[src/design/srp_pkg.sv]
// Constants and types shared by both ends of the serial register port
`default_nettype none

package srp_pkg;
  localparam int          SRP_ADDR_W    = 7;
  localparam int          SRP_DATA_W    = 8;
  localparam int          SRP_FRAME_W   = 16;
  localparam int          SRP_CNT_W     = 5;
  localparam logic [4:0]  SRP_HDR_BITS  = 5'h08;
  localparam logic [4:0]  SRP_LAST_BIT  = 5'h0F;
  localparam logic        SRP_DIR_READ  = 1'b1;
  localparam logic        SRP_DIR_WRITE = 1'b0;
  // Host serial clock: half period in system clocks
  localparam int          SRP_HALF_DIV  = 4;
  localparam logic [2:0]  SRP_DIV_RESET = 3'h0;
  localparam logic [15:0] SRP_SR_RESET  = 16'h0000;

  typedef enum logic [2:0]
  {
    SRP_IDLE = 3'b000,
    SRP_SEL  = 3'b001,
    SRP_LOW  = 3'b010,
    SRP_HIGH = 3'b011,
    SRP_DONE = 3'b100
  } srp_host_state_t;
endpackage : srp_pkg

`default_nettype wire

[src/design/srp_link_if.sv]
// Four-wire serial link joining host and device
`default_nettype none

interface srp_link_if;
  logic sclk;
  logic ss_n;
  logic mosi;
  logic miso_o;
  logic miso_oe;
  logic miso;

  assign miso = miso_oe ? miso_o : 1'b1;

  modport host
  (
    output sclk,
    output ss_n,
    output mosi,
    input  miso
  );

  modport dev
  (
    input  sclk,
    input  ss_n,
    input  mosi,
    output miso_o,
    output miso_oe
  );
endinterface : srp_link_if

`default_nettype wire

[src/design/srp_device.sv]
// Device end: serial slave into a register map port
`default_nettype none

module srp_device
  import srp_pkg::*;
(
  // Clock and reset
  input  wire logic                  clk,
  input  wire logic                  reset_n,
  // Link
  srp_link_if.dev                    link,
  // Register map access
  output logic      [SRP_ADDR_W-1:0] reg_addr,
  output logic                       reg_wr,
  output logic      [SRP_DATA_W-1:0] reg_wdata,
  output logic                       reg_rd,
  input  wire logic [SRP_DATA_W-1:0] reg_rdata,
  // Optional ready indication on output line
  input  wire logic                  ready_mode_en,
  input  wire logic                  conv_ready
);

  // Decode below assumes this exact frame layout; refuse others
  if (SRP_FRAME_W != 1 + SRP_ADDR_W + SRP_DATA_W)
  begin : g_bad_frame
    $error("frame must hold direction, address and data");
  end
  if (int'(SRP_HDR_BITS) != 1 + SRP_ADDR_W)
  begin : g_bad_hdr
    $error("header must be direction plus address");
  end
  if (int'(SRP_LAST_BIT) != SRP_FRAME_W - 1)
  begin : g_bad_last
    $error("last bit index must close the frame");
  end
  if ((1 << SRP_CNT_W) <= SRP_FRAME_W)
  begin : g_bad_cnt
    $error("bit counter too narrow for the frame");
  end
  if (SRP_DIR_READ == SRP_DIR_WRITE)
  begin : g_bad_dir
    $error("read and write codes must differ");
  end

  // Two-flop synchronisers; stage one read only by stage two
  logic [2:0] s1_q, s1_d, s2_q, s2_d;
  logic       sclk_prev_q, sclk_prev_d;
  always_comb
  begin
    s1_d = {link.sclk, link.ss_n, link.mosi};
    s2_d = s1_q;
    sclk_prev_d = s2_q[2];
  end
  always_ff @(posedge clk)
  begin
    if (!reset_n)
    begin
      // Idle levels: clock low, select high, so no false edge
      s1_q        <= 3'h3;
      s2_q        <= 3'h3;
      sclk_prev_q <= 1'b0;
    end
    else
    begin
      s1_q        <= s1_d;
      s2_q        <= s2_d;
      sclk_prev_q <= sclk_prev_d;
    end
  end

  logic sclk_s, ss_s, mosi_s, rise, fall;
  assign sclk_s = s2_q[2];
  assign ss_s   = s2_q[1];
  assign mosi_s = s2_q[0];
  assign rise   = sclk_s & ~sclk_prev_q;
  assign fall   = ~sclk_s & sclk_prev_q;

  logic [SRP_FRAME_W-1:0] sr_q, sr_d;
  logic [SRP_CNT_W-1:0]   cnt_q, cnt_d;
  logic                   dir_q, dir_d;
  logic [SRP_ADDR_W-1:0]  addr_q, addr_d;
  logic [SRP_DATA_W-1:0]  tx_q, tx_d;
  logic                   out_q, out_d;
  logic                   wr_d, rd_d, wr_q, rd_q;
  logic [SRP_DATA_W-1:0]  wdata_q, wdata_d;
  logic                   rdy_prev_q, rdy_prev_d;
  logic                   rdy_pend_q, rdy_pend_d;

  always_comb
  begin
    sr_d       = sr_q;
    cnt_d      = cnt_q;
    dir_d      = dir_q;
    addr_d     = addr_q;
    tx_d       = tx_q;
    out_d      = out_q;
    wr_d       = 1'b0;
    rd_d       = 1'b0;
    wdata_d    = wdata_q;
    rdy_prev_d = conv_ready;
    rdy_pend_d = 1'b0;
    // Deselect wins over any edge seen in the same cycle
    if (ss_s)
    begin
      cnt_d = '0;
      out_d = 1'b1;
    end
    else if (rise)
    begin
      sr_d = {sr_q[SRP_FRAME_W-2:0], mosi_s};
      if (cnt_q == SRP_HDR_BITS - 5'h01)
      begin
        dir_d  = sr_q[SRP_ADDR_W-1];
        addr_d = {sr_q[SRP_ADDR_W-2:0], mosi_s};
        rd_d   = (sr_q[SRP_ADDR_W-1] == SRP_DIR_READ);
      end
      if (cnt_q == SRP_LAST_BIT)
      begin
        if (dir_q == SRP_DIR_WRITE)
        begin
          wr_d    = 1'b1;
          wdata_d = {sr_q[SRP_DATA_W-2:0], mosi_s};
        end
        addr_d = addr_q + 7'h01;
        cnt_d  = SRP_HDR_BITS;
        // Prefetch: a closing read touches one register past the last
        if (dir_q == SRP_DIR_READ)
          rd_d = 1'b1;
      end
      else
        cnt_d = cnt_q + 5'h01;
    end
    else if (fall && cnt_q >= SRP_HDR_BITS && dir_q == SRP_DIR_READ)
    begin
      out_d = tx_q[SRP_DATA_W-1];
      tx_d  = {tx_q[SRP_DATA_W-2:0], 1'b0};
    end
    else if (rdy_pend_q)
      out_d = 1'b0;
    else if (ready_mode_en && conv_ready && !rdy_prev_q)
    begin
      // Already low: pulse high first, so the host still sees a fall
      out_d      = ~out_q;
      rdy_pend_d = ~out_q;
    end
    // Read data is taken in the same cycle as the strobe
    if (rd_q)
      tx_d = reg_rdata;
  end

  always_ff @(posedge clk)
  begin
    if (!reset_n)
    begin
      sr_q       <= SRP_SR_RESET;
      cnt_q      <= '0;
      dir_q      <= SRP_DIR_WRITE;
      addr_q     <= '0;
      tx_q       <= '0;
      out_q      <= 1'b1;
      wr_q       <= 1'b0;
      rd_q       <= 1'b0;
      wdata_q    <= '0;
      rdy_prev_q <= 1'b0;
      rdy_pend_q <= 1'b0;
    end
    else
    begin
      sr_q       <= sr_d;
      cnt_q      <= cnt_d;
      dir_q      <= dir_d;
      addr_q     <= addr_d;
      tx_q       <= tx_d;
      out_q      <= out_d;
      wr_q       <= wr_d;
      rd_q       <= rd_d;
      wdata_q    <= wdata_d;
      rdy_prev_q <= rdy_prev_d;
      rdy_pend_q <= rdy_pend_d;
    end
  end

  // Write uses the address before increment, held for the strobe
  logic [SRP_ADDR_W-1:0] acc_addr_q, acc_addr_d;
  always_comb
  begin
    acc_addr_d = acc_addr_q;
    if (rd_d || wr_d)
      acc_addr_d = (cnt_q == SRP_LAST_BIT) ? ((dir_q == SRP_DIR_READ) ? addr_d : addr_q) : addr_d;
  end
  always_ff @(posedge clk)
  begin
    if (!reset_n)
      acc_addr_q <= '0;
    else
      acc_addr_q <= acc_addr_d;
  end

  assign reg_addr     = acc_addr_q;
  assign reg_wr       = wr_q;
  assign reg_rd       = rd_q;
  assign reg_wdata    = wdata_q;
  assign link.miso_o  = out_q;
  assign link.miso_oe = ~ss_s;

endmodule : srp_device

`default_nettype wire

[src/flat_wrapper.sv]
// flat-port wrapper written by rule: the top's interface ports become plain ports
module srp_device_flat import srp_pkg::*;
  (clk, reset_n, reg_addr, reg_wr, reg_wdata, reg_rd, reg_rdata, ready_mode_en, conv_ready, link_sclk, link_ss_n, link_mosi, link_miso_o, link_miso_oe);
  srp_link_if link_i ();
  input  wire logic clk;
  input  wire logic reset_n;
  output logic      [SRP_ADDR_W-1:0] reg_addr;
  output logic reg_wr;
  output logic      [SRP_DATA_W-1:0] reg_wdata;
  output logic reg_rd;
  input  wire logic [SRP_DATA_W-1:0] reg_rdata;
  input  wire logic ready_mode_en;
  input  wire logic conv_ready;
  input wire logic [$bits(link_i.sclk)-1:0] link_sclk;
  input wire logic [$bits(link_i.ss_n)-1:0] link_ss_n;
  input wire logic [$bits(link_i.mosi)-1:0] link_mosi;
  output wire logic [$bits(link_i.miso_o)-1:0] link_miso_o;
  output wire logic [$bits(link_i.miso_oe)-1:0] link_miso_oe;
  assign link_i.sclk = link_sclk;
  assign link_i.ss_n = link_ss_n;
  assign link_i.mosi = link_mosi;
  assign link_miso_o = link_i.miso_o;
  assign link_miso_oe = link_i.miso_oe;
  srp_device u_core (.clk(clk), .reset_n(reset_n), .link(link_i), .reg_addr(reg_addr), .reg_wr(reg_wr), .reg_wdata(reg_wdata), .reg_rd(reg_rd), .reg_rdata(reg_rdata), .ready_mode_en(ready_mode_en), .conv_ready(conv_ready));
endmodule
[config.mk]
export PLATFORM = sky130hd
export DESIGN_NAME = srp_device_flat
export DESIGN_NICKNAME = d
export VERILOG_FILES = /design/src/design/srp_pkg.sv /design/src/design/srp_link_if.sv /design/src/design/srp_device.sv /design/src/flat_wrapper.sv
export SDC_FILE = /design/constraint.sdc
export NUM_CORES = 1
export LEC_CHECK = 0
export BUFFER_PORTS_ARGS = -buffer_cell sky130_fd_sc_hd__buf_2
export CAP_MARGIN = 20
export CORE_ASPECT_RATIO = 0.7
export CORE_UTILIZATION = 45
export DETAILED_ROUTE_END_ITERATION = 6
export HOLD_SLACK_MARGIN = 0.15
export PLACE_DENSITY_LB_ADDON = 0.05
export SLEW_MARGIN = 20
export SYNTH_ARGS = -nofsm -noshare
export SYNTH_HDL_FRONTEND = slang
export SYNTH_SLANG_ARGS = --single-unit
[constraint.sdc]
create_clock -name clk -period 1.8 [get_ports clk]
set_clock_uncertainty 0.15 [all_clocks]
set_input_delay 0.09 -clock clk [delete_from_list [all_inputs] [get_ports clk]]
set_output_delay 0.09 -clock clk [all_outputs]
set_load 0.02 [all_outputs]
==> summary.txt <==
Status -> finished with violations
Failing checks -> setup timing
Post-synth cell types -> 52
Skew-Pair Late Insertion Delay -> 320 ps
Setup crit end -> u_core.reg_addr[5]
Register clock-pin slew on the reported worst setup and hold paths -> 100 ps
CP Class -> reg2reg
Max Fclk -> 541 MHz
RSZ-0062 raised after global routing -> true
GPL Wtd Cong -> 0.828
Number of synthesized flops with an enable pin -> 0
Worst Reg-to-Reg Cells -> 6
Mean area per synthesized cell -> 8.96 sq um
Synth async-reset ratio -> 0%
Slew HR -> 69.3%
Crit path launch type -> flip-flop
Main synth FF type -> dfxtp_1
Drt initial violations -> 131
Clk root buf -> clkbuf_8
FF-to-FF End -> u_core.reg_addr[5]
Hold Path Class -> reg2reg
Routed via count -> 2180
Die Footprint -> 0.00564 sq mm
DP HPWL -> 3620 microns
ANT cells -> 0
# clock sinks -> 55
Util after Layout -> 67.0%
Max-cap check violation count -> 0
Pwr per Cell Area -> 615 mW/mm^2
Slew at the pin with the worst max-slew slack -> 460 ps
#FFs+latches synth -> 55
Fillers -> 427
Drt drc -> 0
DR vias/cell -> 5.15
Die H -> 63.1 microns
Final period utilization -> 103%
Min-delay src -> u_core.s1_q[0]
P_leak -> 0.00132 uW
Peak supply drop -> 0.000431 V
Total CTS buffers -> 5
Setup ws final -> -49.9 ps
Largest net degree at the start of global routing -> 24
Worst Path Required -> 1920 ps
Clock Path Buffers -> 2
First-pass GRT wire length -> 9450 microns
Min Hold Slack -> 271 ps
CP Capture Type -> flip-flop
First-pass DRT Iterations -> 4
Final hold viol count -> 0
Final Max Tran Viols -> 0
Pwr Total -> 2040 uW
Area Growth Syn to Fin -> 37.9%
Synthesized cell area -> 0.00240 sq mm
Global Route Usage Sum -> 21.7%
Nets@finish -> 371
Final WL -> 5670 microns
CP Launch Point -> u_core.cnt_q[0]
Seq/Total Area, Yosys -> 45.9%
Final count of negative-setup-slack endpoints -> 2
Worst-path fanout max -> 5
Layout cells sized above 1 -> 30.2%
Initial Util -> 48.6%
Number of global-route vias before repair -> 1971
Total grt overflow -> 0
Minimum clock period -> 1850 ps
Worst R2R Start -> u_core.cnt_q[0]
Die width -> 89.3 microns
Worst reg2reg setup slack -> -50 ps
Rows -> 21
Number of buffer cells added on primary ports -> 33
Core area -> 0.00494 sq mm
H-tree Lvls -> 2
FF/Latch Area -> 0.00111 sq mm
Area occupied by multi-input gates -> 0.00131 sq mm
Initial antenna violation count -> 0
Syn nets -> 286
CTS tree -> built
Crit path DAT -> 1970 ps
Detail Route Antenna Nets -> 0
Syn. warnings -> 0
Gate Count Post-Synth -> 268
I/O pins -> 34
Wire per inst -> 13.4 microns
==> cells in the final DEF (no fill, tap or decap), types with 2 or more instances in the layout <==
cell,Yosys,layout
dfxtp_1,55,48
nand2_1,36,35
buf_2,2,33
buf_4,1,30
dlygate4sd3_1,0,24
a21oi_1,21,20
nor2_1,20,20
mux2i_1,18,17
o21ai_0,14,13
and3_1,9,8
nand3_1,7,7
nor2b_1,7,6
dfxtp_2,0,6
and2_1,5,5
nand2b_1,5,5
clkbuf_8,0,5
inv_1,5,4
a31oi_1,4,4
nand4_1,3,3
nor3_1,4,3
nor2_4,1,2
clkinvlp_4,0,2
nor4_4,1,2
and4_1,2,2
o21ai_1,2,2
o22a_1,2,2
a21boi_0,2,2
buf_12,0,2
==> power by group <==
group	internal (uW)	leakage, uW	switching (uW)
combinational	66.7	0.000834	46.7
sequential	1220	0.000447	3.82
clock	280	0.0000418	415
total	1570	0.00132	465
==> layout make-up <==
| class | count | area share (%) |
|---|---|---|
| multi-input combinational | 195 | 39.7 |
| sequential | 55 | 33.6 |
| timing repair buffer | 91 | 20.7 |
| tap | 69 | 2.61 |
| clock buffer | 6 | 2.19 |
| inverter | 5 | 0.680 |
| clock inverter | 2 | 0.491 |
==> Yosys cell counts, types with 2 or more instances <==
cell | n | area share (%)
nor2_1 | 20 | 3.1
inv_1 | 5 | 0.78
nand3_1 | 7 | 1.5
and3_1 | 9 | 2.3
nand2b_1 | 5 | 1.3
o31ai_1 | 2 | 0.63
nor4_1 | 2 | 0.52
nor3_1 | 4 | 0.83
buf_2 | 2 | 0.42
a31oi_1 | 4 | 1.0
o21ai_1 | 2 | 0.42
clkbuf_1 | 9 | 1.4
o22a_1 | 2 | 0.73
a21boi_0 | 2 | 0.63
ha_1 | 3 | 1.6
dfxtp_1 | 55 | 46
nand4_1 | 3 | 0.78
and4_1 | 2 | 0.73
nand2_1 | 36 | 5.6
nor3b_1 | 2 | 0.63
mux2i_1 | 18 | 7.5
and2_1 | 5 | 1.3
nor2b_1 | 7 | 1.8
o21ai_0 | 14 | 2.9
a21oi_1 | 21 | 4.4
==> stage by stage <==
step	setup WS [ps]	std cells	setup TNS [ps]	area [sq um]
2_1_floorplan	-10.3	268	-10.3	2410
3_3_place_gp	-83.6	377	-682	2740
3_5_place_dp	-138	377	-1330	2740
4_1_cts	-91.1	413	-91.1	3120
5_1_grt	-148	423	-510	3310
6_report	-49.9	423	-71.1	3310
==> cells by family after synthesis <==
family	after synthesis	share of synthesized area [%]
XOR/XNOR	1	0.365
buffers and inverters	18	3.39
adder cells (fa/ha/maj)	3	1.56
AO/OA/AOI/OAI	57	14.6
AND/OR/NAND/NOR	115	26.2
multiplexers	19	7.97
flip-flops	55	45.9
==> critical path, stage by stage (launching register included) <==
cell	delay (ps)
dfxtp_2	350
ha_4	170
and3b_2	210
and3_1	190
o311a_1	320
nor4_2	220
o221a_1	200
==> per-layer routing <==
metal  vias to the layer above  share of wire, %  wire (microns)  track usage (%)
met3                         6               4.5             255             5.11
met2                        47                40            2270             30.2
met5                         -                 0               0                0
met4                         0              0.74              42             4.76
li1                       1117                 -               -                -
met1                      1010                55            3100             33.6
==> flip-flops by register name, summed over array words and instances (netlist names), 3 cells and up <==
register,flops
u_core.addr_q,7
u_core.tx_q,8
u_core.sr_q,7
u_core.reg_addr,7
u_core.s2_q,3
u_core.reg_wdata,8
u_core.cnt_q,5
u_core.s1_q,3
==> worst min-delay path by stage <==
stage | to | slack, ps | cells past startpoint
after floorplan | u_core.s1_q[0] | 40 | 1
final | u_core.s2_q[0] | 270 | 1
after global placement | u_core.s1_q[0] | 130 | 2
after detailed placement | u_core.s1_q[0] | 130 | 2
after global routing | u_core.s2_q[0] | 290 | 1
after CTS | u_core.s2_q[0] | 280 | 1
==> timing repair <==
action / in CTS / in global routing
hold buffers: 24 / 0
setup endpoints to repair: 18 / 27
gates resized for setup: 8 / 25
pin swaps: 9 / 14
hold endpoints to repair: 23 / 0
buffers inserted: 4 / 10
(Power assumes the default switching activity.)
